## src/bhld_pkg.sv

```systemverilog
// shared constants and types for the bus hold arbiter
package bhld_pkg;

    // source indices, highest priority first
    localparam int SRC_OPERAND  = 0;
    localparam int SRC_REFRESH  = 1;
    localparam int SRC_HOLD     = 2;
    localparam int SRC_VEC_STEP = 3;
    localparam int SRC_VEC_NMI  = 4;
    localparam int SRC_VEC_EXC  = 5;
    localparam int SRC_VEC_HW   = 6;
    localparam int SRC_VEC_CPE  = 7;
    localparam int SRC_EXEC     = 8;
    localparam int SRC_PREFETCH = 9;
    localparam int NUM_SRC      = 10;

    localparam int SYNC_STAGES     = 2;
    localparam int BOOT_CYCLES     = 2;
    localparam int POST_HOLD_IDLES = 2;

    localparam logic [NUM_SRC-1:0] GRANT_RESET = 10'h000;
    localparam logic [1:0]         BOOT_RESET  = 2'h0;

    typedef enum logic [3:0] {
        BHLD_BOOT,
        BHLD_IDLE,
        BHLD_T1,
        BHLD_T2,
        BHLD_T3,
        BHLD_T4,
        BHLD_HOLD,
        BHLD_REL_FLOAT,
        BHLD_REL_LAST,
        BHLD_PARK
    } bhld_state_t;

    // one bus cycle request from the core, attributes apply to the source granted next
    typedef struct packed {
        logic [NUM_SRC-1:0] req;
        logic               word;
        logic               odd;
        logic               inta;
    } bhld_req_t;

    // output enables of the released bus lines, high while driven
    typedef struct packed {
        logic mux_addr_data;
        logic data_enable_n;
        logic upper_addr;
        logic strobes;
        logic byte_high_en_n;
        logic data_direction;
        logic bus_status;
    } bhld_drive_t;

    // lines that stay driven through hold
    typedef struct packed {
        logic addr_latch_en;
        logic upper_mem_select;
        logic lower_mem_select;
        logic general_selects;
        logic peripherals;
    } bhld_keep_t;

endpackage

```

## src/bhld_sync.sv

```systemverilog
// two-stage synchroniser for asynchronous pins
`timescale 1ns/100ps
module bhld_sync #(
    parameter int WIDTH = 1
) (
    input  wire logic             sys_clk,
    input  wire logic             rst,
    input  wire logic [WIDTH-1:0] async_in,
    output logic      [WIDTH-1:0] sync_out
);
    logic [WIDTH-1:0] meta;

    // first stage feeds only the second stage
    always_ff @(posedge sys_clk)
    begin
        if (rst)
        begin
            meta     <= '0;
            sync_out <= '0;
        end
        else
        begin
            meta     <= async_in;
            sync_out <= meta;
        end
    end
endmodule // bhld_sync

```

## src/bhld_prio.sv

```systemverilog
// fixed priority picker with lock elevation
`timescale 1ns/100ps
module bhld_prio #(
    parameter int N = bhld_pkg::NUM_SRC
) (
    input  wire logic [N-1:0] req,
    input  wire logic         lock_active,
    output logic      [N-1:0] grant,
    output logic              any
);
    logic [N-1:0] eff;

    always_comb
    begin
        eff   = req;
        grant = '0;
        // a locked instruction outranks everything, refresh included
        if (lock_active && req[bhld_pkg::SRC_EXEC])
        begin
            eff = '0;
            eff[bhld_pkg::SRC_EXEC] = 1'b1;
        end
        for (int i = N - 1; i >= 0; i--)
        begin
            if (eff[i])
            begin
                grant    = '0;
                grant[i] = 1'b1;
            end
        end
        any = |eff;
    end
endmodule // bhld_prio

```

## src/bhld_arbiter.sv

```systemverilog
// bus unit sequencer with hold/acknowledge hand-over and cycle arbitration
`timescale 1ns/100ps
module bhld_arbiter #(
    parameter bit BUS_8BIT = 1'b0
) (
    input  wire logic                          sys_clk,
    input  wire logic                          rst,
    input  wire logic                          hold_req,
    input  wire logic                          error_pin,
    input  wire bhld_pkg::bhld_req_t           core_req,
    input  wire logic                          lock_active,
    input  wire logic                          numerics_active,
    input  wire logic                          error_taken,
    output logic                               hold_ack,
    output bhld_pkg::bhld_drive_t              drive_oe,
    output bhld_pkg::bhld_keep_t               keep_oe,
    output logic                               status_drive,
    output logic [bhld_pkg::NUM_SRC-1:0]       grant,
    output bhld_pkg::bhld_state_t              bus_state,
    output logic                               cycle_start,
    output logic                               coproc_error
);

    bhld_pkg::bhld_state_t           state;
    bhld_pkg::bhld_state_t           next_state;
    logic                            hold_sync;
    logic                            error_sync;
    logic [1:0]                      boot_count;
    logic                            pair_pending;
    logic                            next_pair_pending;
    logic                            inta_second;
    logic                            next_inta_second;
    logic [bhld_pkg::NUM_SRC-1:0]    cur_src;
    logic [bhld_pkg::NUM_SRC-1:0]    next_src;
    logic [bhld_pkg::NUM_SRC-1:0]    arb_req;
    logic [bhld_pkg::NUM_SRC-1:0]    arb_grant;
    logic                            arb_any;
    logic                            hold_allowed;
    logic                            start_cycle;
    logic                            core_pending;

    function automatic logic floated(input bhld_pkg::bhld_state_t s);
        floated = (s == bhld_pkg::BHLD_HOLD) || (s == bhld_pkg::BHLD_REL_FLOAT) ||
                  (s == bhld_pkg::BHLD_PARK);
    endfunction

    // asynchronous pins pass two flops before use
    bhld_sync #(
        .WIDTH (2)
    ) u_sync (
        .sys_clk  (sys_clk),
        .rst      (rst),
        .async_in ({hold_req, error_pin}),
        .sync_out ({hold_sync, error_sync})
    );

    // hold may not split a locked transfer or an inseparable pair
    always_comb
    begin
        hold_allowed = hold_sync && !lock_active && !pair_pending && !inta_second;
        arb_req      = core_req.req;
        arb_req[bhld_pkg::SRC_HOLD] = hold_allowed;
        core_pending = |core_req.req;
    end

    bhld_prio #(
        .N (bhld_pkg::NUM_SRC)
    ) u_prio (
        .req         (arb_req),
        .lock_active (lock_active),
        .grant       (arb_grant),
        .any         (arb_any)
    );

    // next state of the bus unit
    always_comb
    begin
        next_state        = state;
        next_src          = cur_src;
        next_pair_pending = pair_pending;
        next_inta_second  = inta_second;
        start_cycle       = 1'b0;
        case (state)
            bhld_pkg::BHLD_BOOT:
            begin
                // let the hold synchroniser settle before the first fetch
                if (boot_count == bhld_pkg::BOOT_CYCLES[1:0] - 2'h1)
                begin
                    next_state = bhld_pkg::BHLD_IDLE;
                end
            end
            bhld_pkg::BHLD_IDLE, bhld_pkg::BHLD_T4:
            begin
                // decisions happen only at a cycle boundary or while idle
                if (pair_pending || inta_second)
                begin
                    next_state        = bhld_pkg::BHLD_T1;
                    start_cycle       = 1'b1;
                    next_pair_pending = 1'b0;
                    next_inta_second  = 1'b0;
                end
                else if (arb_grant[bhld_pkg::SRC_HOLD])
                begin
                    next_state = bhld_pkg::BHLD_HOLD;
                end
                else if (arb_any)
                begin
                    next_state  = bhld_pkg::BHLD_T1;
                    next_src    = arb_grant;
                    start_cycle = 1'b1;
                    // only core sources carry the pairing attributes
                    next_pair_pending = core_req.word && (core_req.odd || BUS_8BIT);
                    next_inta_second  = core_req.inta && arb_grant[bhld_pkg::SRC_VEC_HW];
                end
                else
                begin
                    next_state = bhld_pkg::BHLD_IDLE;
                end
            end
            bhld_pkg::BHLD_T1:
            begin
                next_state = bhld_pkg::BHLD_T2;
            end
            bhld_pkg::BHLD_T2:
            begin
                next_state = bhld_pkg::BHLD_T3;
            end
            bhld_pkg::BHLD_T3:
            begin
                next_state = bhld_pkg::BHLD_T4;
            end
            bhld_pkg::BHLD_HOLD:
            begin
                if (!hold_sync || core_req.req[bhld_pkg::SRC_REFRESH])
                begin
                    next_state = bhld_pkg::BHLD_REL_FLOAT;
                end
            end
            bhld_pkg::BHLD_REL_FLOAT:
            begin
                // first of the two idles after hold
                if (core_pending)
                begin
                    next_state = bhld_pkg::BHLD_REL_LAST;
                end
                else
                begin
                    next_state = bhld_pkg::BHLD_PARK;
                end
            end
            bhld_pkg::BHLD_PARK:
            begin
                if (hold_allowed && !core_req.req[bhld_pkg::SRC_REFRESH])
                begin
                    next_state = bhld_pkg::BHLD_HOLD;
                end
                else if (core_pending)
                begin
                    next_state = bhld_pkg::BHLD_REL_LAST;
                end
            end
            bhld_pkg::BHLD_REL_LAST:
            begin
                // arbitration already known; status goes out in this idle
                next_state  = bhld_pkg::BHLD_T1;
                start_cycle = 1'b1;
                next_src    = arb_grant & ~(10'h004);
                next_pair_pending = core_req.word && (core_req.odd || BUS_8BIT);
                next_inta_second  = core_req.inta && arb_grant[bhld_pkg::SRC_VEC_HW];
                if (!arb_any || (arb_grant == 10'h004))
                begin
                    // demand vanished or hold won; go back to a floated wait
                    next_state        = bhld_pkg::BHLD_PARK;
                    start_cycle       = 1'b0;
                    next_src          = cur_src;
                    next_pair_pending = pair_pending;
                    next_inta_second  = inta_second;
                end
            end
            default:
            begin
                next_state = bhld_pkg::BHLD_BOOT;
            end
        endcase
    end

    // state register
    always_ff @(posedge sys_clk)
    begin
        if (rst)
        begin
            state <= bhld_pkg::BHLD_BOOT;
        end
        else
        begin
            state <= next_state;
        end
    end

    // boot delay counter
    always_ff @(posedge sys_clk)
    begin
        if (rst)
        begin
            boot_count <= bhld_pkg::BOOT_RESET;
        end
        else if (state == bhld_pkg::BHLD_BOOT)
        begin
            boot_count <= boot_count + 2'h1;
        end
    end

    // cycle bookkeeping
    always_ff @(posedge sys_clk)
    begin
        if (rst)
        begin
            cur_src      <= bhld_pkg::GRANT_RESET;
            pair_pending <= 1'b0;
            inta_second  <= 1'b0;
        end
        else
        begin
            cur_src      <= next_src;
            pair_pending <= next_pair_pending;
            inta_second  <= next_inta_second;
        end
    end

    // hold acknowledge and line enables, all from flops
    always_ff @(posedge sys_clk)
    begin
        if (rst)
        begin
            hold_ack     <= 1'b0;
            drive_oe     <= '1;
            status_drive <= 1'b0;
        end
        else
        begin
            hold_ack     <= (next_state == bhld_pkg::BHLD_HOLD);
            drive_oe     <= floated(next_state) ? '0 : '1;
            status_drive <= (next_state == bhld_pkg::BHLD_REL_LAST) ||
                            (next_state == bhld_pkg::BHLD_T1);
        end
    end

    // these never float, hold or not
    always_ff @(posedge sys_clk)
    begin
        if (rst)
        begin
            keep_oe <= '1;
        end
        else
        begin
            keep_oe <= '1;
        end
    end

    // visible cycle information
    always_ff @(posedge sys_clk)
    begin
        if (rst)
        begin
            grant       <= bhld_pkg::GRANT_RESET;
            bus_state   <= bhld_pkg::BHLD_BOOT;
            cycle_start <= 1'b0;
        end
        else
        begin
            grant       <= next_src;
            bus_state   <= next_state;
            cycle_start <= start_cycle;
        end
    end

    // coprocessor error latch; a new sample wins over the clear
    always_ff @(posedge sys_clk)
    begin
        if (rst)
        begin
            coproc_error <= 1'b0;
        end
        else if (error_sync && numerics_active)
        begin
            coproc_error <= 1'b1;
        end
        else if (error_taken)
        begin
            coproc_error <= 1'b0;
        end
    end

endmodule // bhld_arbiter

```

## config.mk

```make
export PLATFORM = sky130hd
export DESIGN_NAME = bhld_arbiter
export DESIGN_NICKNAME = d
export VERILOG_FILES = /design/src/bhld_pkg.sv /design/src/bhld_sync.sv /design/src/bhld_prio.sv /design/src/bhld_arbiter.sv
export SDC_FILE = /design/constraint.sdc
export NUM_CORES = 1
export LEC_CHECK = 0
export ABC_CLOCK_PERIOD_IN_PS = 4090
export BUFFER_PORTS_ARGS = -buffer_cell sky130_fd_sc_hd__buf_2
export CORE_UTILIZATION = 52
export DETAILED_ROUTE_END_ITERATION = 7
export PLACE_DENSITY = 0.88
export SYNTH_ARGS = -nofsm -noshare
export SYNTH_HDL_FRONTEND = slang
export SYNTH_SLANG_ARGS = --single-unit
```

## constraint.sdc

```tcl
create_clock -name sys_clk -period 4.09 [get_ports sys_clk]
set_input_delay 1.0225 -clock sys_clk [delete_from_list [all_inputs] [get_ports sys_clk]]
set_output_delay 1.0225 -clock sys_clk [all_outputs]
set_load 0.02 [all_outputs]
```

==> impl_metrics.toml <==
[outcome]
status = "finished, final reports clean"

[synthesis]
yosys.area_share.simple_pct = 29.3
synth_edf_count = 0
yosys-mux-area-fraction_pct = 5.84
synthXorXnorAreaFrac_pct = 0.629
ys_warn_count = 0
ys_ff_latch = 26
netlist_instances = 160
syn_area_per_cell_um2 = 8.70
synth.cell_area_mm2 = 0.00139
synthArstFlopShare_pct = 0
synth_top_family_by_area = "simple AND/OR/NAND/NOR gates"
yosysUniqueCellTypes = 52
synth_compound_area_share_pct = 15.8
synth_ff_type = "dfxtp_1"
synthAdderAreaFrac_pct = 0.898
yosysSeqAreaShare_pct = 37.4

[critical_path]
crit_path_start_kind = "input pin"
crit_fanout = 3
path_class = "input pin to register"
worstPathArrival_ns = 3.02
startpoint = "core_req[10]"
endpoint_kind = "register"
required_ns = 4.36
timing.rr.end = "status_drive$_SDFF_PP0_"
rr_worst_depth = 6
ff2ff_setup_slack_ns = 1.87
r2r-start = "inta_second$_SDFFE_PP0P_"

[layout]
n_fill_cell = 218
area_growth_pct = 14.5
diodes = 0
nNetsFinal = 214
drive_gt1_share_pct = 31.3
final_cell_mix = "43 x buf_2, 26 x dfxtp_1, 23 x nor2_1"
layout_commonest_cell = "buf_2"

[clock_network]
tritoncts = "yes"
worstSkewPairLatency_ns = 0.32
postCtsSetupBuffers = 0
ctsRootBufferMaster = "clkbuf_4"
clkSinkCount = 26
clk_path_buf_depth = 2
htreeDepth = 1
cts_resized = 0
hold_buffers = 0
clk_pin_slew_ns = 0.14
numCtsBuffers = 3

[routing]
drt-pass1-iter-count = 4
m1WireLength_um = 1200
wirelength_um = 3060
vias = 1308
drc = 0
drtAntennaViolNets = 0
wl_met3_um = 274
maxUsedRoutingLayer = "met4"
wl_met2_um = 1510
wl_per_cell_um = 13.8
vias_per_cell = 5.89
drt_iter0_markers = 41

[sta]
fin_tns_setup_ns = 0
setup_viol = 0
worst_slew_pin_slew_ns = 0.914
period_minus_slack_ns = 2.76
timing.fmax_ghz = 0.363
relSlewSlack_pct = 37.5
slew_viol_final = 0
skew_ns = 0.000978
hold_violations = 0
post-route-period-util_pct = 67.4
grt_setup_unrepaired = "false"

[floorplan]
start_util_pct = 55.7
boundaryPins = 50
die-area_mm2 = 0.00289
coreArea_mm2 = 0.00250
num_rows = 18
die_w_um = 53.8
die_height_um = 53.8

[pwr]
leakagePower_uw = 0.000695
p_sw_share_pct = 35.3
power.switching_uw = 270
internal_power_uw = 494
p_seq_share_pct = 41.2
p_per_area_mw_per_mm2 = 479
pwr-share-clk_pct = 23.0
combPwrFrac_pct = 35.7
design_power_total_uw = 763
vdd_drop_max_v = 0.000384

[hold_path]
hold_depth = 1
hp-start = "u_sync.meta[0]$_SDFF_PP0_"
hold_path.class = "register to register"
holdPathEnd = "u_sync.sync_out[0]$_SDFF_PP0_"

[run]
maxCapViolations = 0

[place]
hpwl_um = 2270
gp_congestion = 0.943
portBuffers = 43

[global_routing]
grt-ovfl-total = 0
grt_pass1_vias = 1141
grt_usage_pct = 22.7
antenna_found_initial = 0
grt_max_degree = 26
grt_first_pass_wirelength_um = 4860
area by class of cell:
cell class / instances / area (um^2) / share of cell area (%)
Timing Repair Buffer: 43 / 215 / 13.5
Clock buffer: 3 / 22.5 / 1.41
Clock inverter: 1 / 30.0 / 1.88
Multi-Input combinational cell: 115 / 753 / 47.3
Tap cell: 30 / 37.5 / 2.35
Inverter: 4 / 15.0 / 0.942
Sequential cell: 26 / 520 / 32.7
cells by family after synthesis:
logic type | after synthesis
buffers and inverters | 23
DFF | 26
and+or+nand+nor | 70
AOI/OAI and AO/OA | 29
adders and majority gates | 1
muxes | 8
xor gates and xnor gates | 1
other | 2
per-stage QoR:
step	setup slack, ns	util [%]	hold slack, ns	instances	area [um^2]
after floorplan	1.58	-	0.414	164	1410
after global placement	1.29	61.7	0.417	218	1540
after detailed placement	1.23	61.7	0.424	218	1540
after CTS	1.45	63.8	0.457	222	1590
after global routing	1.34	63.8	0.467	222	1590
final	1.33	63.8	0.456	222	1590
metal layers:
layer  vias to the layer above  global-route usage [%]
met5                         -                       0
met4                         0                    9.21
met3                        11                    2.82
met2                        77                    38.9
met1                       603                    28.4
li1                        617                       -
sequential cells by signal, summed over array words and instances, names as in the netlist:
name and count:
u_sync.meta 2, grant 9, coproc_error 1, inta_second 1, drive_oe 1, hold_ack 1
bus_state 4, u_sync.sync_out 2, cycle_start 1, status_drive 1, pair_pending 1, boot_count 2
cells in the mapped netlist (all sizes together) (2+ instances only):
master | instances | area share [%]
inv | 4 | 1.1
a21oi | 6 | 2.2
and3 | 2 | 0.99
dfxtp | 26 | 37
a211oi | 3 | 2.0
a31oi | 3 | 1.3
nor4b | 3 | 2.3
and2 | 3 | 1.3
nor3 | 6 | 3.3
or2 | 2 | 0.90
mux2i | 7 | 5.0
nand2b | 3 | 1.3
nor2b | 8 | 3.6
nor2 | 23 | 6.2
clkbuf | 5 | 1.3
buf | 14 | 7.2
nand2 | 5 | 1.5
o21ai | 2 | 0.72
nand3 | 5 | 1.8
conb | 2 | 0.54
nor3b | 2 | 1.1
nand3b | 2 | 1.1
o211ai | 2 | 1.1
power groups by stage:
stage / combinational [uW] / clock (uW) / sequential (uW)
floorplan: 203 / 0 / 327
global placement: 258 / 0 / 318
detailed placement: 268 / 0 / 320
CTS: 271 / 179 / 314
global route: 299 / 187 / 320
finish: 273 / 176 / 315
worst max-delay path: stages:
cell and delay [ns]:
buf_2 0.10, nor3_1 0.35, nand4_1 0.23, a2111oi_0 0.86, a211oi_2 0.13, nand2_2 0.14, mux2i_1 0.18
worst max path at each step:
stage	endpoint	slack, ns	depth (start not counted)
6_report	inta_second$_SDFFE_PP0P_	1.33	7
5_1_grt	inta_second$_SDFFE_PP0P_	1.34	7
4_1_cts	inta_second$_SDFFE_PP0P_	1.45	7
3_5_place_dp	inta_second$_SDFFE_PP0P_	1.23	7
3_3_place_gp	inta_second$_SDFFE_PP0P_	1.29	7
2_1_floorplan	inta_second$_SDFFE_PP0P_	1.58	6
Note: power is estimated with default switching activity, not from simulation.
